### src/verilog/arc_pkg.sv
/*
 Constants, layouts and types for the converter reference, ground and
 temperature sensor control block.
 Assumes a byte-wide special function register port on core_clk.
*/
// Contract
// - The sensor is powered only while the sensor enable bit is set.
// - A disabled sensor leaves its output in high impedance, so readings from it are meaningless.
// - Select 11 uses the 1.65 V fast reference, powered only while the converter needs it.
// - Precision enable 1 with select 00 powers the 1.68 V precision reference and uses it.
// - Select 01 uses the main supply and select 10 the regulated digital supply.
// - Ground select 1 takes converter ground from the dedicated ground pin in tracking and conversion.
// - While the sensor is sampled the internal ground is used, whatever the ground select.
// - While the fast reference is selected the internal ground is used during conversion.
// - The offset high register reads offset bits 9:2 and is read-only.
// - The offset low register reads offset bits 1:0 in 7:6 and zero in 5:0, ignoring writes.
// - The offset registers hold a per-part production measurement, so their reset value varies.
// - Control register layout: ground select 5, reference select 4:3, sensor enable 2, precision enable 0.
package arc_pkg;
    localparam logic [7:0] ARC_ADDR_REFCTL = 8'hd1;
    localparam logic [7:0] ARC_ADDR_OFFL = 8'h85;
    localparam logic [7:0] ARC_ADDR_OFFH = 8'h86;
    localparam int ARC_BIT_GND = 5;
    localparam int ARC_BIT_SEL_HI = 4;
    localparam int ARC_BIT_SEL_LO = 3;
    localparam int ARC_BIT_TEMP = 2;
    localparam int ARC_BIT_PREC = 0;
    localparam logic [7:0] ARC_REFCTL_RST = 8'h18;
    localparam logic [7:0] ARC_REFCTL_WMASK = 8'h3d;
    localparam int ARC_OFF_W = 10;

    typedef enum logic [1:0] {
        ARC_SEL_EXT = 2'h0,
        ARC_SEL_VDD = 2'h1,
        ARC_SEL_VREG = 2'h2,
        ARC_SEL_FAST = 2'h3
    } arc_sel_e;

    // One-hot reference source seen by the converter
    typedef enum logic [4:0] {
        ARC_SRC_PIN = 5'h01,
        ARC_SRC_PREC = 5'h02,
        ARC_SRC_VDD = 5'h04,
        ARC_SRC_VREG = 5'h08,
        ARC_SRC_FAST = 5'h10
    } arc_src_e;

    typedef struct packed {
        logic gnd_sel;
        arc_sel_e ref_sel;
        logic temp_en;
        logic prec_en;
    } arc_state_s;

    typedef struct packed {
        logic tracking;
        logic converting;
        logic sensor_chan;
    } arc_conv_s;

    typedef struct packed {
        arc_src_e ref_src;
        logic prec_ref_on;
        logic fast_ref_on;
        logic sensor_power;
        logic sensor_out_oe;
        logic gnd_from_pin;
        logic prec_to_pin;
    } arc_ana_s;
endpackage

### src/verilog/arc_ctrl.sv
/*
 Reference, ground and temperature sensor control: register port and
 analog control decode.
 Assumes a single-cycle register port from the core and converter phase
 levels synchronous to core_clk.
*/
`timescale 1ns/1ps
module arc_ctrl #(
    parameter logic [9:0] FACTORY_OFFSET = 10'h000
) (
    input wire logic core_clk,
    input wire logic rstn,
    input wire logic [7:0] sfr_addr,
    input wire logic sfr_wr,
    input wire logic sfr_rd,
    input wire logic [7:0] sfr_wdata,
    output logic [7:0] sfr_rdata,
    input wire arc_pkg::arc_conv_s conv,
    output arc_pkg::arc_ana_s ana
);
    import arc_pkg::*;

    typedef struct packed {
        arc_state_s ctl;
        logic [7:0] rdata;
    } arc_regs_s;

    // Reset image built field by field from the documented reset byte
    localparam arc_regs_s ARC_REGS_RST = '{
        ctl: '{gnd_sel: ARC_REFCTL_RST[ARC_BIT_GND],
            ref_sel: arc_sel_e'(ARC_REFCTL_RST[ARC_BIT_SEL_HI:ARC_BIT_SEL_LO]),
            temp_en: ARC_REFCTL_RST[ARC_BIT_TEMP],
            prec_en: ARC_REFCTL_RST[ARC_BIT_PREC]},
        rdata: 8'h00
    };

    arc_regs_s q, next_q;
    arc_state_s st;
    logic [7:0] refctl_rd;

    assign st = q.ctl;
    assign sfr_rdata = q.rdata;
    assign refctl_rd = {2'h0, st.gnd_sel, st.ref_sel, st.temp_en, 1'b0, st.prec_en} & ARC_REFCTL_WMASK;

    always_comb begin
        next_q = q;
        if (sfr_wr && sfr_addr == ARC_ADDR_REFCTL) begin
            next_q.ctl.gnd_sel = sfr_wdata[ARC_BIT_GND];
            next_q.ctl.ref_sel = arc_sel_e'(sfr_wdata[ARC_BIT_SEL_HI:ARC_BIT_SEL_LO]);
            next_q.ctl.temp_en = sfr_wdata[ARC_BIT_TEMP];
            next_q.ctl.prec_en = sfr_wdata[ARC_BIT_PREC];
        end
        // Writes to the offset registers change nothing
        // Read uses the old control value, so a same-cycle write is not seen yet
        if (sfr_rd) begin
            case (sfr_addr)
                ARC_ADDR_REFCTL: next_q.rdata = refctl_rd;
                ARC_ADDR_OFFH: next_q.rdata = FACTORY_OFFSET[9:2];
                ARC_ADDR_OFFL: next_q.rdata = {FACTORY_OFFSET[1:0], 6'h00};
                default: next_q.rdata = 8'h00;
            endcase
        end
    end

    always_ff @(posedge core_clk or negedge rstn) begin
        if (!rstn) begin
            q <= ARC_REGS_RST;
        end else begin
            q <= next_q;
        end
    end

    always_comb begin
        ana = '0;
        case (st.ref_sel)
            ARC_SEL_EXT: ana.ref_src = st.prec_en ? ARC_SRC_PREC : ARC_SRC_PIN;
            ARC_SEL_VDD: ana.ref_src = ARC_SRC_VDD;
            ARC_SEL_VREG: ana.ref_src = ARC_SRC_VREG;
            ARC_SEL_FAST: ana.ref_src = ARC_SRC_FAST;
            default: ana.ref_src = ARC_SRC_PIN;
        endcase
        // Precision reference drives the reference pin whenever enabled
        ana.prec_ref_on = st.prec_en;
        ana.prec_to_pin = st.prec_en;
        // Fast reference stays asleep between conversions to save power
        ana.fast_ref_on = (st.ref_sel == ARC_SEL_FAST) && (conv.tracking || conv.converting);
        ana.sensor_power = st.temp_en;
        ana.sensor_out_oe = st.temp_en;
        ana.gnd_from_pin = st.gnd_sel && (conv.tracking || conv.converting)
            && !(conv.tracking && conv.sensor_chan)
            && !(conv.converting && st.ref_sel == ARC_SEL_FAST);
    end

    chk_sensor_power: assert property (@(posedge core_clk) disable iff (!rstn)
        ana.sensor_power == st.temp_en && ana.sensor_out_oe == st.temp_en)
        else $error("sensor power does not follow enable");
    chk_sensor_float: assert property (@(posedge core_clk) disable iff (!rstn)
        !st.temp_en |-> !ana.sensor_out_oe)
        else $error("sensor output driven while disabled");
    chk_write_apply: assert property (@(posedge core_clk) disable iff (!rstn)
        sfr_wr && sfr_addr == ARC_ADDR_REFCTL |=> st.temp_en == $past(sfr_wdata[2])
            && st.ref_sel == $past(sfr_wdata[4:3]) && st.gnd_sel == $past(sfr_wdata[5])
            && st.prec_en == $past(sfr_wdata[0]))
        else $error("control write not applied next edge");
    chk_write_hold: assert property (@(posedge core_clk) disable iff (!rstn)
        !(sfr_wr && sfr_addr == ARC_ADDR_REFCTL) |=> $stable(st))
        else $error("control changed without a write");
    chk_fast_ground: assert property (@(posedge core_clk) disable iff (!rstn)
        conv.converting && st.ref_sel == ARC_SEL_FAST |-> !ana.gnd_from_pin)
        else $error("pin ground used with fast reference");
    chk_sensor_ground: assert property (@(posedge core_clk) disable iff (!rstn)
        conv.tracking && conv.sensor_chan |-> !ana.gnd_from_pin)
        else $error("pin ground used while sampling sensor");
    chk_pin_ground: assert property (@(posedge core_clk) disable iff (!rstn)
        st.gnd_sel && conv.tracking && !conv.sensor_chan && !conv.converting |-> ana.gnd_from_pin)
        else $error("pin ground not used");
    chk_ground_clear: assert property (@(posedge core_clk) disable iff (!rstn)
        !st.gnd_sel |-> !ana.gnd_from_pin)
        else $error("pin ground used while not selected");
    chk_prec_select: assert property (@(posedge core_clk) disable iff (!rstn)
        st.prec_en && st.ref_sel == ARC_SEL_EXT |-> ana.ref_src == ARC_SRC_PREC && ana.prec_ref_on)
        else $error("precision reference not used");
    chk_prec_off: assert property (@(posedge core_clk) disable iff (!rstn)
        !st.prec_en |-> !ana.prec_ref_on && !ana.prec_to_pin)
        else $error("precision reference on while disabled");
    chk_pin_select: assert property (@(posedge core_clk) disable iff (!rstn)
        !st.prec_en && st.ref_sel == ARC_SEL_EXT |-> ana.ref_src == ARC_SRC_PIN)
        else $error("external reference pin not used");
    chk_supply_select: assert property (@(posedge core_clk) disable iff (!rstn)
        st.ref_sel == ARC_SEL_VREG |-> ana.ref_src == ARC_SRC_VREG)
        else $error("digital supply not used");
    chk_main_select: assert property (@(posedge core_clk) disable iff (!rstn)
        st.ref_sel == ARC_SEL_VDD |-> ana.ref_src == ARC_SRC_VDD)
        else $error("main supply not used");
    chk_fast_select: assert property (@(posedge core_clk) disable iff (!rstn)
        st.ref_sel == ARC_SEL_FAST |-> ana.ref_src == ARC_SRC_FAST)
        else $error("fast reference not used");
    chk_fast_idle: assert property (@(posedge core_clk) disable iff (!rstn)
        !conv.tracking && !conv.converting |-> !ana.fast_ref_on)
        else $error("fast reference on while idle");
    chk_fast_active: assert property (@(posedge core_clk) disable iff (!rstn)
        st.ref_sel == ARC_SEL_FAST && (conv.tracking || conv.converting) |-> ana.fast_ref_on)
        else $error("fast reference off while needed");
    chk_offset_high: assert property (@(posedge core_clk) disable iff (!rstn)
        sfr_rd && sfr_addr == ARC_ADDR_OFFH |=> sfr_rdata == FACTORY_OFFSET[9:2])
        else $error("offset high read wrong");
    chk_offset_low: assert property (@(posedge core_clk) disable iff (!rstn)
        sfr_rd && sfr_addr == ARC_ADDR_OFFL |=> sfr_rdata[5:0] == 6'h00)
        else $error("offset low unused bits not zero");
    chk_offset_bits: assert property (@(posedge core_clk) disable iff (!rstn)
        sfr_rd && sfr_addr == ARC_ADDR_OFFL |=> sfr_rdata[7:6] == FACTORY_OFFSET[1:0])
        else $error("offset low bits wrong");
    chk_ctl_unused: assert property (@(posedge core_clk) disable iff (!rstn)
        sfr_rd && sfr_addr == ARC_ADDR_REFCTL |=> sfr_rdata[7:6] == 2'h0 && !sfr_rdata[1])
        else $error("control unused bits not zero");
    chk_rdata_hold: assert property (@(posedge core_clk) disable iff (!rstn)
        !sfr_rd |=> $stable(sfr_rdata))
        else $error("read data changed without a read");
endmodule

### config.mk
export PLATFORM = sky130hd
export DESIGN_NAME = arc_ctrl
export DESIGN_NICKNAME = d
export VERILOG_FILES = /design/src/verilog/arc_pkg.sv /design/src/verilog/arc_ctrl.sv
export SDC_FILE = /design/constraint.sdc
export NUM_CORES = 1
export LEC_CHECK = 0
export BUFFER_PORTS_ARGS = -buffer_cell sky130_fd_sc_hd__buf_2
export CAP_MARGIN = 20
export CORE_MARGIN = 2
export CORE_UTILIZATION = 39
export CTS_CLUSTER_SIZE = 8
export DETAILED_ROUTE_END_ITERATION = 7
export GPL_TIMING_DRIVEN = 1
export PLACE_DENSITY = 0.8
export SYNTH_ARGS = -nofsm -noshare
export SYNTH_HDL_FRONTEND = slang
export SYNTH_SLANG_ARGS = --single-unit
### constraint.sdc
create_clock -name core_clk -period 1.2 [get_ports core_clk]
set_input_delay 0.3 -clock core_clk [delete_from_list [all_inputs] [get_ports core_clk]]
set_output_delay 0.3 -clock core_clk [all_outputs]
set_load 0.1 [all_outputs]
==> impl_metrics.json, run 1 <==
{
  "status": "finished with violations",
  "failed_checks": "negative setup slack",
  "cp.arrival_ns": 1.30,
  "final_area_mm2": 0.001127,
  "ys_top_cells_by_count": "sky130_fd_sc_hd__buf_4, sky130_fd_sc_hd__dfrtp_1",
  "critical_path.cell_chain": "and2_4 -> o21a_4 -> buf_12",
  "synthToLayoutAreaGrowth_pct": 90.49,
  "synth-seq-area-share_pct": 42.71,
  "die_w_um": 42.96,
  "globalRouteOverflowTotal": 0,
  "worst_setup_hold_path_clk_slew_ns": 0.07,
  "post_synth_main_area_contributors": "sky130_fd_sc_hd__dfrtp_1, sky130_fd_sc_hd__buf_4, sky130_fd_sc_hd__mux2_2, sky130_fd_sc_hd__dfstp_2, sky130_fd_sc_hd__o22ai_1",
  "antenna_left": 0,
  "grt_pass1_vias": 557,
  "htree_num_levels": 1,
  "rsz0062_at_grt": "true",
  "dpl.hpwl_um": 1222,
  "synth.yosys.warnings": 0,
  "max_freq_mhz": 624.9,
  "max_stage_delay_ns": 0.55,
  "yosysUniqueCellTypes": 21,
  "synthCells": 57,
  "placement.io_buffers": 35,
  "cts_made_buffers": 3,
  "cp-end-kind": "output pin",
  "setup_viol_count_final": 11,
  "use_met1_pct": 19.62,
  "grt_use_total_pct": 19.96,
  "synthFlopType": "sky130_fd_sc_hd__dfrtp_1",
  "finalHoldViolations": 0,
  "slew_violations": 0,
  "starting_drc_count_in_detailed_routing": 10,
  "grt_pass1_wl_um": 2559,
  "tritoncts": "built",
  "cap_violations": 0,
  "setup_slack_ns": -0.4002,
  "routed-via-count": 546,
  "grt_antenna_before_repair": 0,
  "layout_min_cycle_time_ns": 1.600,
  "area_of_the_die_mm2": 0.001845,
  "skew_ns": 0.003333,
  "antenna-diode-count": 0,
  "total_power_uw": 1042,
  "clock_insertion_delay_worst_skew_ns": 0.28,
  "synth_top_area_share_pct": 33.83,
  "grt.busiest_layer": "met2",
  "critical_path.slowest_cell": "sky130_fd_sc_hd__dfstp_2",
  "setup_tns_ns": -2.869,
  "async_flop_share_pct": 100.0,
  "ios": 42,
  "power.leakage_uw": 0.0005173,
  "globalRouteMet2Util_pct": 37.88,
  "required_worst_endpoint_ns": 0.90,
  "core_mm2": 0.001471,
  "setup.worst_path.start_class": "register",
  "drcViolationCount": 0,
  "clk_path_buf_depth": 2,
  "grt_max_degree": 11,
  "worstHoldPathType": "in -> reg",
  "crit_path_max_fanout": 3,
  "average_via_count_per_standard_cell": 4.875,
  "grt.met3_usage_pct": 5.532,
  "hold_ws_ns": 0.2537,
  "drive_above_1_share_pct": 68.75,
  "floorplan.rows": 14,
  "vdd_ir_drop_max_uv": 630.6,
  "synth_edf_count": 0,
  "p_per_area_mw_per_mm2": 924.7,
  "wl_per_instance_um": 13.79,
  "final.fill_count": 94,
  "dr.pass1.iters": 3,
  "synth.avg_cell_area_um2": 10.38,
  "die_height_um": 42.96,
  "route.final.wire_length_um": 1544,
  "synth_seq_cells": 10,
  "clk_root_buffer_cell": "sky130_fd_sc_hd__clkbuf_4",
  "fin_crit_sh_pct": 133.3,
  "placedInstanceArea_mm2": 0.001042,
  "post-synth-top-count-cell": "sky130_fd_sc_hd__buf_4",
  "critPathKind": "reg -> out",
  "place_congestion": 0.7159,
  "cts.sink_count": 10,
  "nNetsFinal": 120,
  "effective_utilization_at_floorplan_pct": 40.22,
  "netlist_area_um2": 591.8,
  "leading_area_contributor_after_synthesis": "sky130_fd_sc_hd__dfrtp_1"
}
cells in the final DEF, fill, tap and decap left out, types with 2 or more instances in the layout:
master	Yosys	layout
sky130_fd_sc_hd__buf_2	0	19
sky130_fd_sc_hd__buf_12	0	16
sky130_fd_sc_hd__buf_4	12	9
sky130_fd_sc_hd__dfrtp_1	8	7
sky130_fd_sc_hd__mux2_2	5	5
sky130_fd_sc_hd__inv_1	5	5
sky130_fd_sc_hd__nand2_1	5	5
sky130_fd_sc_hd__o22ai_1	5	5
sky130_fd_sc_hd__conb_1	1	3
sky130_fd_sc_hd__clkbuf_4	0	3
sky130_fd_sc_hd__dfstp_2	2	2
path summary, 6_finish.rpt:
check / from / endpoint / slack (ns) / cells after the start
setup / recovery: q[10] / ana[4] / -0.40 / 3
max in group asynchronous: rstn / q[10] / 0.52 / 2
setup reg to reg: ana[0] / ana[0] / 0.13 / 3
hold reg to reg: sfr_rdata[0] / sfr_rdata[0] / 0.57 / 2
hold / removal: sfr_wdata[4] / q[11] / 0.25 / 2
min in group asynchronous: rstn / sfr_rdata[4] / 0.42 / 2
metal layers:
layer | share of wire [%] | wire length, um
met1 | 32 | 494
met2 | 60 | 932
met3 | 5.3 | 82
met4 | 2.2 | 34
met5 | 0 | 0
registers in the layout, indices dropped and copies added (netlist names):
register	flops
ana	2
q	3
sfr_rdata	5
kinds of logic after synthesis:
kind of cell	Yosys count	synth area share (%)
buffers and inverters	18	19.03
AND/OR/NAND/NOR	15	19.24
flip-flops	10	42.71
AO/OA/AOI/OAI	8	8.879
multiplexers	5	9.513
other	1	0.6336
report_power, final:
group	switching, uW	leakage [uW]	internal (uW)
Combinational	239	0.000366	133
Clock	129	0.0000210	185
Sequential	9.26	0.000130	348
stage by stage:
stage	instances	util, %	setup WS [ns]
floorplan	59	-	-0.6814
global placement	104	70.83	-0.1319
detailed placement	104	70.83	-0.1667
CTS	112	76.62	-0.4068
global route	112	76.62	-0.4406
finish	112	76.62	-0.4002
area by class of cell:
type                            count  area (um^2)  area share [%]
Clock buffer                        4        36.28           3.219
Inverter                            5        18.77           1.665
Multi-Input combinational cell     31        294.0           26.08
Sequential cell                    10        254.0           22.53
Tap cell                           16        20.02           1.776
Timing Repair Buffer               46        504.2           44.73
what timing repair did:
action,in CTS,in global routing
pin swaps,3,2
gates resized for setup,4,0
setup buffers,3,0
endpoints found under the hold margin,8,0
hold buffers,1,0
endpoints found under the setup margin,11,11
worst max-delay path: cells and delay by family (launching register included):
family                 cells  cell delay (ns)
AOI/OAI and AO/OA          1             0.13
buffers and inverters      1             0.16
DFF                        1             0.55
and+or+nand+nor            1             0.17
(Power assumes the default switching activity.)
==> inputs of run 2 (changes only) <==
==> constraint.sdc (replaced) <==
create_clock -name core_clk -period 1.54 [get_ports core_clk]
set_input_delay 0.385 -clock core_clk [delete_from_list [all_inputs] [get_ports core_clk]]
set_output_delay 0.385 -clock core_clk [all_outputs]
set_load 0.1 [all_outputs]
==> run 2 against run 1 <==
  * The run still ends with negative setup slack left
  * Count of clock-buffer cells in the layout stayed put
  * Global-route usage is 4.4 points lower
  * Flip-flop and latch count stayed put
  * Power is 30% lower
  * First-iteration DRC count is 20% lower
  * Wire length is 15% lower
  * Final cell count is 4.5% lower
  * Sequential share of layout area is 3.4 points higher
  * Critical path type unchanged
  * Clock power is 41% lower
  * Die area stayed put
  * Critical path depth stayed put
  * Clock skew is 0.0097 ns higher
==> impl_metrics.json, run 2 (synthesis gave the netlist of run 1 again) <==
{
  "failed_checks": "negative setup slack",
  "fin_crit_sh_pct": 108.8,
  "rsz0062_at_grt": "true",
  "setup_viol_count_final": 7,
  "required_worst_endpoint_ns": 1.15,
  "layout_min_cycle_time_ns": 1.675,
  "grt_pass1_vias": 489,
  "grt_use_total_pct": 15.52,
  "critPathKind": "reg -> out",
  "hold_ws_ns": 0.3587,
  "final.fill_count": 126,
  "place_congestion": 0.7414,
  "area_occupied_by_multi_input_gates_um2": 294.0,
  "largest_register_ff_count": 5,
  "clk_root_buffer_cell": "sky130_fd_sc_hd__clkbuf_4",
  "setup_tns_ns": -0.5639,
  "seqCellArea_um2": 252.7,
  "route.final.wire_length_um": 1307,
  "die_height_um": 42.96,
  "area_of_the_die_mm2": 0.001845,
  "power.leakage_uw": 0.0004677,
  "worst_setup_hold_path_clk_slew_ns": 0.05,
  "sequentialPowerShare_pct": 38.0,
  "skew_ns": 0.01300,
  "p_per_area_mw_per_mm2": 751.4,
  "max_freq_mhz": 596.9,
  "effective_utilization_at_floorplan_pct": 40.22,
  "cap_violations": 0,
  "wl_per_instance_um": 12.21,
  "floorplan.rows": 14,
  "clock_insertion_delay_worst_skew_ns": 0.27,
  "crit_path_max_fanout": 3,
  "switching_part_of_the_total_power_pct": 37.24,
  "placement.io_buffers": 35,
  "antenna-diode-count": 0,
  "cts.sink_count": 10,
  "die_w_um": 42.96,
  "setup_slack_ns": -0.1353,
  "globalRouteOverflowTotal": 0,
  "grt_antenna_before_repair": 0,
  "tritoncts": "built",
  "p_clk_share_pct": 25.2,
  "final_core_util_pct": 66.16,
  "core_mm2": 0.001471,
  "grt_pass1_wl_um": 2007,
  "antenna_left": 0,
  "finalHoldViolations": 0,
  "dpl.hpwl_um": 1063,
  "layout.cells.most_common": "sky130_fd_sc_hd__buf_2",
  "starting_drc_count_in_detailed_routing": 8,
  "setup.worst_path.start_class": "register",
  "average_via_count_per_standard_cell": 4.766,
  "dr.pass1.iters": 4,
  "cts_made_buffers": 3,
  "routed-via-count": 510,
  "clk_path_buf_depth": 2,
  "cellInternalPower_uw": 459.0,
  "ios": 42,
  "drcViolationCount": 0,
  "slew_violations": 0,
  "power_switching_uw": 272.4,
  "status": "finished with violations",
  "most_frequent_cells_in_the_layout": "sky130_fd_sc_hd__buf_2, sky130_fd_sc_hd__buf_12, sky130_fd_sc_hd__dfrtp_1",
  "drive_above_1_share_pct": 64.84,
  "htree_num_levels": 1,
  "share_comb_of_total_power_pct": 36.8,
  "worstHoldPathType": "in -> reg",
  "grt_max_degree": 11,
  "synthToLayoutAreaGrowth_pct": 64.48,
  "cp-end-kind": "output pin",
  "cp.arrival_ns": 1.29,
  "nNetsFinal": 115,
  "vdd_ir_drop_max_uv": 450.3
}
run 2: power by group through the flow:
stage	clock network [uW]	logic, uW	registers, uW
CTS	194	266	278
global route	203	278	279
floorplan	0	176	286
global placement	0	260	282
detailed placement	0	262	283
finish	185	269	278
run 2: metal layers:
layer	vias to the layer above	part of all wire, %	track usage (%)
li1	248	-	-
met1	235	32	14.71
met2	23	58	29.39
met3	4	7.8	6.809
met4	0	2.0	4.848
met5	-	0	0
run 2: cell type report:
cell class                      count  share of cell area, %
Inverter                            5                  1.928
Tap cell                           16                  2.057
Multi-Input combinational cell     31                  30.21
Sequential cell                    10                  25.96
Timing Repair Buffer               41                  37.15
Clock buffer                        4                  2.699
run 2: worst max-delay path: stages, from the launching register on:
cell and delay (ns):
sky130_fd_sc_hd__dfstp_2 0.55, sky130_fd_sc_hd__and2_4 0.18, sky130_fd_sc_hd__o21a_4 0.14, sky130_fd_sc_hd__buf_12 0.16
run 2: repair_timing:
item,4_1_cts,5_1_grt
setup buffers,1,1
hold buffers,1,0
gates cloned,0,0
pin swaps,3,0
gates resized for setup,2,1
hold endpoints to repair,8,0
setup endpoints to repair,7,7
run 2: worst paths after layout:
kind	slack (ns)	end	from	depth (start not counted)
setup / recovery	-0.14	ana[4]	q[10]	3
hold / removal	0.36	ana[2]	sfr_wdata[2]	2
setup reg to reg	0.60	sfr_rdata[4]	q[11]	3
hold reg to reg	0.53	sfr_rdata[3]	sfr_rdata[3]	2
max in group asynchronous	0.78	q[10]	rstn	2
min in group asynchronous	0.50	sfr_rdata[4]	rstn	2
run 2: stage by stage:
| step | setup WS [ns] | area (um^2) | cells | power (uW) |
|---|---|---|---|---|
| after floorplan | -0.4264 | 648.1 | 59 | 461.5 |
| after global placement | 0.06249 | 907.1 | 100 | 541.8 |
| after detailed placement | 0.04659 | 907.1 | 100 | 545.1 |
| after CTS | -0.1399 | 960.9 | 106 | 737.8 |
| after global routing | -0.1678 | 973.4 | 107 | 760.6 |
| final | -0.1353 | 973.4 | 107 | 731.4 |
==> inputs of run 3 (changes only) <==
--- a/config.mk
+++ b/config.mk
@@ -8,11 +8,12 @@
 export BUFFER_PORTS_ARGS = -buffer_cell sky130_fd_sc_hd__buf_2
 export CAP_MARGIN = 20
 export CORE_MARGIN = 2
-export CORE_UTILIZATION = 39
+export CORE_UTILIZATION = 41
+export CTS_BUF_LIST = sky130_fd_sc_hd__clkbuf_8
 export CTS_CLUSTER_SIZE = 8
 export DETAILED_ROUTE_END_ITERATION = 7
 export GPL_TIMING_DRIVEN = 1
-export PLACE_DENSITY = 0.8
+export PLACE_DENSITY = 0.83
 export SYNTH_ARGS = -nofsm -noshare
 export SYNTH_HDL_FRONTEND = slang
 export SYNTH_SLANG_ARGS = --single-unit
==> run 3 against run 2 <==
  * The flow still finishes with violations (negative setup slack)
  * Register-to-register slack lost 0.25 ns
  * Wire length is 70% higher
  * Critical path type unchanged
  * Final cell count increased by 3.7%
  * Via count increased by 14%
  * Highest routed layer unchanged
==> impl_metrics.json, run 3 (synthesis gave the netlist of run 1 again) <==
{
  "depth_of_the_worst_register_to_register_path": 6,
  "timing.reg2reg.setup_slack_ns": 0.35,
  "routed-via-count": 580,
  "core_mm2": 0.001318,
  "placement.io_buffers": 35,
  "ios": 42,
  "die_w_um": 41.99,
  "htree_num_levels": 1,
  "grt_antenna_before_repair": 0,
  "effective_utilization_at_floorplan_pct": 44.92,
  "setup.worst_path.start_class": "register",
  "dr.pass1.iters": 4,
  "worst_setup_path_startpoint": "q[10]",
  "most_frequent_cells_in_the_layout": "sky130_fd_sc_hd__buf_2, sky130_fd_sc_hd__buf_12, sky130_fd_sc_hd__dfrtp_1, sky130_fd_sc_hd__inv_1, sky130_fd_sc_hd__buf_6",
  "cts.sink_count": 10,
  "layout.cells.most_common": "sky130_fd_sc_hd__buf_2",
  "hold_ws_ns": 0.3932,
  "starting_drc_count_in_detailed_routing": 10,
  "setup_viol_count_final": 7,
  "cts_made_buffers": 3,
  "failed_checks": "negative setup slack",
  "antenna-diode-count": 0,
  "grt_max_degree": 11,
  "fin_crit_sh_pct": 109.5,
  "critPathKind": "reg -> out",
  "clock_insertion_delay_worst_skew_ns": 0.25,
  "globalRouteOverflowTotal": 0,
  "max_freq_mhz": 593.2,
  "crit_path_max_fanout": 4,
  "slew_violations": 0,
  "floorplan.rows": 13,
  "grt_use_total_pct": 28.31,
  "vdd_ir_drop_max_uv": 788.9,
  "dpl.hpwl_um": 1147,
  "grt_pass1_vias": 670,
  "die_height_um": 41.99,
  "critical_path.reg2reg.startpoint": "q[11]",
  "skew_ns": 0.002753,
  "average_via_count_per_standard_cell": 5.225,
  "largest_register_ff_count": 5,
  "drcViolationCount": 0,
  "worst_setup_hold_path_clk_slew_ns": 0.05,
  "nNetsFinal": 120,
  "hold_start": "sfr_wdata[0]",
  "required_worst_endpoint_ns": 1.15,
  "cp.arrival_ns": 1.30,
  "status": "finished with violations",
  "clk_root_buffer_cell": "sky130_fd_sc_hd__clkbuf_8",
  "place_congestion": 0.7269,
  "area_of_the_die_mm2": 0.001763,
  "synthToLayoutAreaGrowth_pct": 77.80,
  "cp-end-kind": "output pin",
  "final_area_mm2": 0.001052,
  "grt_pass1_wl_um": 3525,
  "antenna_left": 0,
  "power.leakage_uw": 0.0005109,
  "layout_min_cycle_time_ns": 1.686,
  "cap_violations": 0,
  "route.final.wire_length_um": 2221,
  "placedInstanceArea_um2": 905.9,
  "hold-path-cell-count": 2,
  "setup_slack_ns": -0.1457,
  "tritoncts": "built",
  "rsz0062_at_grt": "true",
  "final_core_util_pct": 79.87,
  "worstHoldPathType": "in -> reg",
  "hold-path-endpoint": "ana[0]",
  "timing.rr.end": "sfr_rdata[4]",
  "wl_per_instance_um": 20.01,
  "drive_above_1_share_pct": 66.67,
  "finalHoldViolations": 0,
  "p_per_area_mw_per_mm2": 823.1,
  "clk_path_buf_depth": 2
}
[run 3: report_power, final]
| part | switching, uW | internal (uW) | leakage (uW) |
|---|---|---|---|
| Combinational | 194 | 101 | 0.000352 |
| Sequential | 8.45 | 272 | 0.000132 |
| Clock | 115 | 176 | 0.0000269 |
[run 3: metal layers]
layer  GRT usage (%)  share of wire [%]  vias up
li1                -                  -      256
met1           32.33                 37      276
met2           47.50                 50       37
met3           9.483                8.4       11
met4           12.90                4.9        0
met5               0                  0        -
[run 3: critical path, cell delays in order, from the launching register on]
cell	delay [ns]
sky130_fd_sc_hd__dfstp_2	0.38
sky130_fd_sc_hd__and2_4	0.18
sky130_fd_sc_hd__a221oi_4	0.28
sky130_fd_sc_hd__buf_12	0.22
[run 3: worst max-delay path by stage]
stage                         to  slack, ns
after floorplan           ana[1]      -0.43
after global placement    ana[4]       0.05
after detailed placement  ana[4]       0.03
after CTS                 ana[1]      -0.14
after global routing      ana[1]      -0.18
final                     ana[1]      -0.15
[run 3: what timing repair did]
| item | in CTS | in global routing |
|---|---|---|
| hold endpoints to repair | 8 | 0 |
| hold buffers | 1 | 0 |
| gates cloned | 0 | 0 |
| gates resized for setup | 8 | 1 |
| endpoints found under the setup margin | 7 | 7 |
| pin swaps | 4 | 2 |
| setup buffers | 6 | 1 |
[run 3: layout make-up]
class	instances	area (um^2)
well taps	15	18.77
inverters	5	18.77
clock inverters	1	3.754
clock buffers	3	41.29
multi-input cells	31	299.0
fillers	74	265.3
repair buffers	46	417.9
flip-flops and latches	10	252.7
[run 3: through the flow]
stage	setup WS [ns]	std cells	setup TNS (ns)	power (uW)
finish	-0.1457	111	-0.7998	866.1
CTS	-0.1449	110	-0.7558	859.9
global placement	0.04964	99	0	540.9
detailed placement	0.02500	99	0	544.9
floorplan	-0.4264	59	-1.615	461.5
global route	-0.1775	111	-0.9559	893.7
